### src/nvsc_pkg.sv
// Purpose: shared constants for the nonvolatile special command decoder
// Assumes: serial mode 0 or 3, data sampled on rising serial clock
// Notes:   busy times are top-level parameters
package nvsc_pkg;
  localparam logic [7:0] OP_SOFT_SAVE    = 8'h3c;
  localparam logic [7:0] OP_SOFT_RESTORE = 8'h60;
  localparam logic [7:0] OP_AUTOSAVE_ON  = 8'h59;
  localparam logic [7:0] OP_AUTOSAVE_OFF = 8'h19;
  // arbitrary default, overridable at the top
  localparam logic [7:0] OP_WRITE_UNLOCK = 8'h06;
  localparam int         OPCODE_BITS     = 8;
  localparam int         CNT_W           = 4;
  localparam logic [CNT_W-1:0] CNT_FULL  = 4'h8;
  localparam logic [CNT_W-1:0] CNT_OVER  = 4'h9;
  localparam int         TMR_W           = 12;
  // pin vector positions and idle levels
  localparam int         PIN_SCK         = 0;
  localparam int         PIN_SI          = 1;
  localparam int         PIN_CS_N        = 2;
  localparam int         PIN_HOLD_N      = 3;
  localparam int         PIN_N           = 4;
  localparam logic [3:0] PIN_IDLE        = 4'hc;
  localparam logic       WEN_RESET       = 1'b0;
endpackage

### src/nvsc_link_if.sv
// Purpose: filtered serial pin levels and edges from front end to core
// Assumes: one clock domain
// Notes:   levels are registered in the front end; edge flags are decoded from them combinationally
`timescale 1ns/1ns
`default_nettype none
interface nvsc_link_if;
  logic sck;
  logic si;
  logic cs_n;
  logic hold_n;
  logic sck_rise;
  logic cs_rise;
  logic cs_fall;
  modport front (output sck, si, cs_n, hold_n, sck_rise, cs_rise, cs_fall);
  modport core  (input  sck, si, cs_n, hold_n, sck_rise, cs_rise, cs_fall);
endinterface // nvsc_link_if
`default_nettype wire

### src/nvsc_pin_sync.sv
// Purpose: three-stage synchronisers and edge finding for the serial pins
// Assumes: pins are asynchronous to clk_in
// Notes:   a level counts once stages two and three agree
`timescale 1ns/1ns
`default_nettype none
module nvsc_pin_sync
(
  // clock and reset
  input  wire logic                       clk_in,
  input  wire logic                       rst_in,
  // raw pins
  input  wire logic [nvsc_pkg::PIN_N-1:0] pins_in,
  // filtered result
  nvsc_link_if.front                      link
);
  logic [nvsc_pkg::PIN_N-1:0] stage1;
  logic [nvsc_pkg::PIN_N-1:0] stage2;
  logic [nvsc_pkg::PIN_N-1:0] stage3;
  logic [nvsc_pkg::PIN_N-1:0] level;
  logic [nvsc_pkg::PIN_N-1:0] level_d;

  genvar i;
  generate
    for (i = 0; i < nvsc_pkg::PIN_N; i++)
    begin : g_pin
      always_ff @(posedge clk_in or posedge rst_in)
      begin
        if (rst_in)
        begin
          stage1[i]  <= nvsc_pkg::PIN_IDLE[i];
          stage2[i]  <= nvsc_pkg::PIN_IDLE[i];
          stage3[i]  <= nvsc_pkg::PIN_IDLE[i];
          level[i]   <= nvsc_pkg::PIN_IDLE[i];
          level_d[i] <= nvsc_pkg::PIN_IDLE[i];
        end
        else
        begin
          stage1[i] <= pins_in[i];
          stage2[i] <= stage1[i];
          stage3[i] <= stage2[i];
          // stage1 feeds stage2 only; filter looks at 2 and 3
          if (stage2[i] == stage3[i])
            level[i] <= stage3[i];
          level_d[i] <= level[i];
        end
      end
    end
  endgenerate

  assign link.sck      = level[nvsc_pkg::PIN_SCK];
  assign link.si       = level[nvsc_pkg::PIN_SI];
  assign link.cs_n     = level[nvsc_pkg::PIN_CS_N];
  assign link.hold_n   = level[nvsc_pkg::PIN_HOLD_N];
  assign link.sck_rise = level[nvsc_pkg::PIN_SCK] & ~level_d[nvsc_pkg::PIN_SCK];
  assign link.cs_rise  = level[nvsc_pkg::PIN_CS_N] & ~level_d[nvsc_pkg::PIN_CS_N];
  assign link.cs_fall  = ~level[nvsc_pkg::PIN_CS_N] & level_d[nvsc_pkg::PIN_CS_N];
endmodule // nvsc_pin_sync
`default_nettype wire

### src/nvsc_top.sv
// Purpose: decodes nonvolatile special commands and the pause pin of a serial SRAM
// Assumes: serial clock well below clk_in / 6; mode 0 or 3
// Notes:   save / restore cycles are signalled by start pulses and a busy level
// Functional notes
// first byte save opcode with write latch set starts a full array save
// save runs whether or not the array was written since last cycle
// master sets the write latch before sending save
// any accepted special command clears the write latch at chip-select rise
// restore opcode with write latch set starts a full array restore
// master sets the write latch before sending restore
// autosave-on opcode with latch set sets the power-fail save flag
// autosave-off opcode with latch set clears the power-fail save flag
// power-fail save flag is volatile; only a later save records it
// variants with power-fail save reset with the flag set
// variant without it goes busy for sequence time, flag stays clear
// the opcode is the first byte after chip select falls
// master lowers pause pin only while serial clock is low
// master keeps chip select low throughout a pause
// pause keeps command, shift and bit position state intact
// pause ignores clock and data and leaves serial output undriven
// master releases pause pin while serial clock is low
// with write latch clear, special commands are ignored
// write-unlock command sets the latch; latch is clear after reset
// busy level shown while a cycle runs; no commands accepted meanwhile
// save, restore and sequence busy times are parameters
// command acts only at chip-select rise after exactly eight bits
`timescale 1ns/1ns
`default_nettype none
module nvsc_top
#(
  parameter bit                       HAS_AUTOSAVE  = 1'b1,
  parameter logic [7:0]               UNLOCK_OPCODE = nvsc_pkg::OP_WRITE_UNLOCK,
  parameter logic [nvsc_pkg::TMR_W-1:0] SAVE_CYCLES    = 12'h3e8,
  parameter logic [nvsc_pkg::TMR_W-1:0] RESTORE_CYCLES = 12'h064,
  parameter logic [nvsc_pkg::TMR_W-1:0] SEQ_CYCLES     = 12'h032
)
(
  // clock and reset
  input  wire logic clk_in,
  input  wire logic rst_in,
  // serial pins from the master
  input  wire logic sck_in,
  input  wire logic si_in,
  input  wire logic cs_n_in,
  input  wire logic hold_n_in,
  // serial output pin
  output var  logic so_out,
  output var  logic so_oe_out,
  // nonvolatile engine control
  output var  logic save_start_out,
  output var  logic restore_start_out,
  output var  logic busy_out,
  // state
  output var  logic write_enable_out,
  output var  logic power_fail_save_out,
  output var  logic paused_out
);
  nvsc_link_if link ();

  nvsc_pin_sync u_sync
  (
    .clk_in  (clk_in),
    .rst_in  (rst_in),
    .pins_in ({hold_n_in, cs_n_in, si_in, sck_in}),
    .link    (link.front)
  );

  logic [7:0]                  shreg;
  logic [nvsc_pkg::CNT_W-1:0]  bit_cnt;
  logic [nvsc_pkg::TMR_W-1:0]  busy_cnt;
  logic                        frame_end;
  logic                        byte_ok;
  logic                        accept;
  logic                        is_special;
  logic                        take_save;
  logic                        take_restore;
  logic                        take_on;
  logic                        take_off;

  function automatic logic special_op(input logic [7:0] op);
    special_op = (op == nvsc_pkg::OP_SOFT_SAVE) || (op == nvsc_pkg::OP_SOFT_RESTORE) ||
                 (op == nvsc_pkg::OP_AUTOSAVE_ON) || (op == nvsc_pkg::OP_AUTOSAVE_OFF);
  endfunction

  // exact byte, decoded only when the frame closes
  assign frame_end    = link.cs_rise;
  assign byte_ok      = frame_end && (bit_cnt == nvsc_pkg::CNT_FULL);
  assign is_special   = special_op(shreg);
  // latch must be set; R20 nothing accepted while busy
  assign accept       = byte_ok && write_enable_out && !busy_out;
  // save is never skipped for an unwritten array
  assign take_save    = accept && (shreg == nvsc_pkg::OP_SOFT_SAVE);

  assign take_restore = accept && (shreg == nvsc_pkg::OP_SOFT_RESTORE);
  assign take_on      = accept && (shreg == nvsc_pkg::OP_AUTOSAVE_ON);
  assign take_off     = accept && (shreg == nvsc_pkg::OP_AUTOSAVE_OFF);

  // pause entered and left with clock low inside a frame; cleared at any clock level while chip select is high
  always_ff @(posedge clk_in or posedge rst_in)
  begin
    if (rst_in)
      paused_out <= 1'b0;
    else if (link.cs_n)
      paused_out <= 1'b0;
    else if (!link.sck)
      paused_out <= !link.hold_n;
  end

  // bit capture from chip-select fall, frozen while paused
  always_ff @(posedge clk_in or posedge rst_in)
  begin
    if (rst_in)
    begin
      shreg   <= 8'h00;
      bit_cnt <= '0;
    end
    else if (link.cs_fall)
    begin
      shreg   <= 8'h00;
      bit_cnt <= '0;
    end
    else if (!link.cs_n && !paused_out && link.sck_rise)
    begin
      if (bit_cnt < nvsc_pkg::CNT_FULL)
        shreg <= {shreg[6:0], link.si};
      // saturate so longer frames are told apart from a clean byte
      if (bit_cnt != nvsc_pkg::CNT_OVER)
        bit_cnt <= bit_cnt + 4'h1;
    end
  end

  // unlock sets the latch; R4 accepted special clears it
  always_ff @(posedge clk_in or posedge rst_in)
  begin
    if (rst_in)
      write_enable_out <= nvsc_pkg::WEN_RESET;
    else if (byte_ok && !busy_out && shreg == UNLOCK_OPCODE)
      write_enable_out <= 1'b1;
    else if (accept && is_special)
      write_enable_out <= 1'b0;
  end

  // plain flop, nothing stored; R10 reset value per variant
  always_ff @(posedge clk_in or posedge rst_in)
  begin
    if (rst_in)
      power_fail_save_out <= HAS_AUTOSAVE;
    // variant without autosave keeps the flag clear
    else if (!HAS_AUTOSAVE)
      power_fail_save_out <= 1'b0;

    else if (take_on)
      power_fail_save_out <= 1'b1;

    else if (take_off)
      power_fail_save_out <= 1'b0;
  end

  // busy timer loaded per command
  always_ff @(posedge clk_in or posedge rst_in)
  begin
    if (rst_in)
      busy_cnt <= '0;
    else if (take_save)
      busy_cnt <= SAVE_CYCLES;
    else if (take_restore)
      busy_cnt <= RESTORE_CYCLES;
    // both variants spend the sequence time
    else if (take_on || take_off)
      busy_cnt <= SEQ_CYCLES;
    else if (busy_cnt != '0)
      busy_cnt <= busy_cnt - 12'h001;
  end

  assign busy_out = (busy_cnt != '0);

  always_ff @(posedge clk_in or posedge rst_in)
  begin
    if (rst_in)
    begin
      save_start_out    <= 1'b0;
      restore_start_out <= 1'b0;
    end
    else
    begin
      save_start_out    <= take_save;
      restore_start_out <= take_restore;
    end
  end

  // no read path here, so output is never driven
  assign so_out    = 1'b0;
  assign so_oe_out = 1'b0;
endmodule // nvsc_top
`default_nettype wire

### config.mk
export PLATFORM = sky130hd
export DESIGN_NAME = nvsc_top
export DESIGN_NICKNAME = d
export VERILOG_FILES = /design/src/nvsc_pkg.sv /design/src/nvsc_link_if.sv /design/src/nvsc_pin_sync.sv /design/src/nvsc_top.sv
export SDC_FILE = /design/constraint.sdc
export NUM_CORES = 1
export LEC_CHECK = 0
export BUFFER_PORTS_ARGS = -buffer_cell sky130_fd_sc_hd__buf_4
export CORE_UTILIZATION = 59
export CTS_CLUSTER_SIZE = 8
export DETAILED_ROUTE_END_ITERATION = 6
export HOLD_SLACK_MARGIN = 0.03
export PLACE_DENSITY = 0.78
export SYNTH_ARGS = -nofsm -noshare
export SYNTH_HDL_FRONTEND = slang
export SYNTH_SLANG_ARGS = --single-unit
### constraint.sdc
create_clock -name clk_in -period 2 [get_ports clk_in]
set_input_delay 0.2 -clock clk_in [delete_from_list [all_inputs] [get_ports clk_in]]
set_output_delay 0.2 -clock clk_in [all_outputs]
set_load 0.02 [all_outputs]
==> impl_metrics.tcl <==
set metrics [dict create \
    syn-instance-count 195 \
    placeableCoreArea_um2 3363 \
    synth_top_area_cell "dfrtp_1" \
    proportion_of_synthesized_flip_flops_having_asynchronous_set_or_reset_pct 100.0 \
    cts_inserted_buffers 5 \
    clock_tree_from_tritoncts "done" \
    grt_pass1_wl_um 6458 \
    min_period_ns 1.965 \
    crit_slowest_cell "dfrtp_1" \
    clkTransAtPathRegs_ns 0.16 \
    post_route_setup_tns_ns 0 \
    synth-adder-area-share_pct 4.881 \
    final_cell_mix "37 x dfrtp_1, 23 x nand2_1, 22 x buf_4" \
    fin_ws_ns 0.03499 \
    io_pins 14 \
    slew_viol_final 0 \
    n_fill_cell 244 \
    final_antenna_net_count 0 \
    internal_power_mw 1.203 \
    synth.area.mux_share_pct 0.5357 \
    compound_gate_portion_of_the_synthesized_area_pct 11.37 \
    drt_drc_violations_left 0 \
    synth_top_area_share_pct 44.05 \
    clockBufferDepth 2 \
    layout-drive-gt1-share_pct 26.43 \
    stdcell_count 273 \
    postSynthRegisterBits 47 \
    die_w_um 61.69 \
    initial_core_util_pct 62.50 \
    areaGrowthSynthToFinish_pct 18.51 \
    dr_wl_cell_um 14.82 \
    final_common_cell "dfrtp_1" \
    timing.slew.headroom_pct 62.62 \
    total_via_count_in_the_routed_design 1519 \
    synth_enable_flop_cells 0 \
    initial_antenna_violation_count 0 \
    synth_top_family_by_area "simple AND/OR/NAND/NOR gates" \
    drt-initial-drc-count 188 \
    power_density_nw_per_um2 657.6 \
    crit_path_max_fanout 10 \
    synth_area_um2 2102 \
    antennaDiodeCount 0 \
    synth_simple_gate_area_share_pct 18.93 \
    timing.critical_path.max_delay_family "simple AND/OR/NAND/NOR gates" \
    layout.area.seq_um2 1189 \
    drv_cap 0 \
    synth.avg_cell_area_um2 10.78 \
    irDropWorstVdd_uv 530.6 \
    clock-root-buffer "clkbuf_4" \
    synth_seq_area_share_pct 56.55 \
    cp_data_arrival_time_ns 1.77 \
    grt_overflow 0 \
    die-area_um2 3806 \
    portBuffers 11 \
    tightest_slew_ns 0.5573 \
    synth.area.top_cells "dfrtp_1 44%, dfstp_2 13%, a21oi_1 5.0%" \
    report.final.hold_viol_count 0 \
    synth.yosys.warnings 0 \
    min_period_over_period_pct 98.25 \
    die_h_um 61.69 \
    p_total_mw 1.638 \
    fp-row-count 21 \
    dp_hpwl_um 2800 \
    hold_ws_ns 0.3416 \
    dp.cells 256 \
    clkLatencyLatePin_ns 0.39 \
    worst_setup_path_start_kind "register" \
    multi_input_comb_area_um2 905.9 \
    route.detailed.vias_per_inst 5.564 \
    final_net_count 237 \
    gp_routability_congestion 0.8545 \
    power.sequential.fraction_pct 63.4 \
    dp_worst_setup_slack_ns -0.1507 \
    grt_pass1_vias 1496 \
    finalSetupViolations 0 \
    p_leak_nw 1.143 \
    drt-total-wl_um 4045 \
    netSwitchingPower_mw 0.4349 \
    launching_point_of_the_worst_reg2reg_path "busy_cnt[0]" \
    dr.pass1.iters 4 \
    worst-path-buf-inv 3 \
    hold_class "input pin to asynchronous set/reset pin" \
    grt_util_all_layers_pct 23.83 \
    yosys_most_used_dff "dfrtp_1" \
    finClkSkew_ns 0.02362 \
    cp_slowest_stage_delay_ns 0.42 \
    outcome "finished, final reports clean" \
    timing.critical_path.from "busy_cnt[0]" \
    p_clk_share_pct 28.3 \
    synth_xor_xnor_area_share_pct 4.583 \
    fmaxAchievable_mhz 508.9 \
    maximum_number_of_pins_on_one_net_before_global_route_repair 26 \
    endpoint_kind "primary output" \
    cts-htree-levels 2 \
    switching_share_pct 26.55 \
    critPathRequiredTime_ns 1.80 \
    synth.distinct_cells 42 \
    cp_cell_sequence "inv_2 > ha_4 > nor4b_4 > and4_4 > inv_6 > buf_6" \
    power.share.combinational_pct 8.4 \
    cts_num_sinks 47 \
    setup.worst_path.class "register to primary output" \
]
## registers in the layout (all words and copies together), names as in the netlist
register             cells
busy_cnt                12
shreg                    8
bit_cnt                  4
u_sync.stage1            4
u_sync.stage2            4
u_sync.stage3            4
u_sync.level_d           2
paused_out               1
power_fail_save_out      1
restore_start_out        1
save_start_out           1
u_sync.link.cs_n         1
u_sync.link.hold_n       1
u_sync.link.sck          1
u_sync.link.si           1
write_enable_out         1
## worst reg2reg max path, delay by kind of cell (launching register included)
| kind | cells | cell delay, ns |
|---|---|---|
| AND/OR/NAND/NOR | 2 | 0.82 |
| flip-flops | 1 | 0.42 |
| AO/OA/AOI/OAI | 2 | 0.38 |
| buffers and inverters | 1 | 0.15 |
| XOR/XNOR | 1 | 0.10 |
## power groups by stage
stage / Sequential [mW] / Combinational [mW] / Clock, mW
detailed placement: 1.06 / 0.131 / 0
finish: 1.04 / 0.137 / 0.463
global placement: 1.05 / 0.122 / 0
global route: 1.05 / 0.155 / 0.501
floorplan: 1.05 / 0.0885 / 0
CTS: 1.04 / 0.139 / 0.469
## layer usage
metal | GRT usage, % | share of wire, % | up-vias
met2 | 38.40 | 49 | 45
li1 | - | - | 733
met5 | 0 | 0 | -
met1 | 29.34 | 44 | 731
met3 | 4.555 | 4.4 | 10
met4 | 15.87 | 2.1 | 0
## layout make-up
| class | instances | area share (%) |
|---|---|---|
| clock buffer | 5 | 1.507 |
| clock inverter | 3 | 0.9543 |
| inverter | 7 | 1.256 |
| multi-input combinational | 136 | 36.36 |
| sequential | 47 | 47.71 |
| tap | 46 | 2.310 |
| timing repair buffer | 29 | 9.895 |
## path summary, 6_finish.rpt
check / endpoint / slack, ns / cells past startpoint
worst max-delay path: busy_out / 0.03 / 6
max in group asynchronous: u_sync.level_d[2] / 1.10 / 4
worst min register to register: u_sync.stage2[3] / 0.37 / 0
min in group clk_in: u_sync.stage2[3] / 0.37 / 0
worst min-delay path: busy_cnt[11] / 0.34 / 3
worst max register to register: busy_cnt[9] / 0.07 / 6
## kinds of logic after synthesis
kind of cell,Yosys count
muxes,1
buffers and inverters,13
adders and majority gates,9
other,1
xor gates and xnor gates,11
AOI/OAI and AO/OA,41
and+or+nand+nor,72
DFF,47
## what timing repair did
item,in CTS,in global routing
gates resized for setup,4,9
pin swaps,1,1
hold buffers,5,0
buffers inserted,1,3
setup endpoints to repair,9,6
endpoints found under the hold margin,15,0
## through the flow
step | util, % | cell area (um2)
floorplan | - | 2106
global placement | 68.15 | 2292
detailed placement | 68.15 | 2292
CTS | 72.21 | 2429
global route | 74.07 | 2491
finish | 74.07 | 2491
## cell usage after synthesis, types with 2 or more instances
cell	number
dfrtp_1	37
nand2_1	23
a21oi_1	21
nor2_1	12
o21ai_0	12
dfstp_2	10
xnor2_1	7
inv_1	6
and3_1	5
ha_1	5
maj3_1	4
nand3_1	4
nor3_1	4
xor2_1	4
and2_1	3
buf_4	3
clkbuf_1	3
nor2b_1	3
a211oi_2	2
nor3b_1	2
nor4_1	2
nor4b_1	2
nor4bb_1	2
Power figures use the tool's default switching activity.
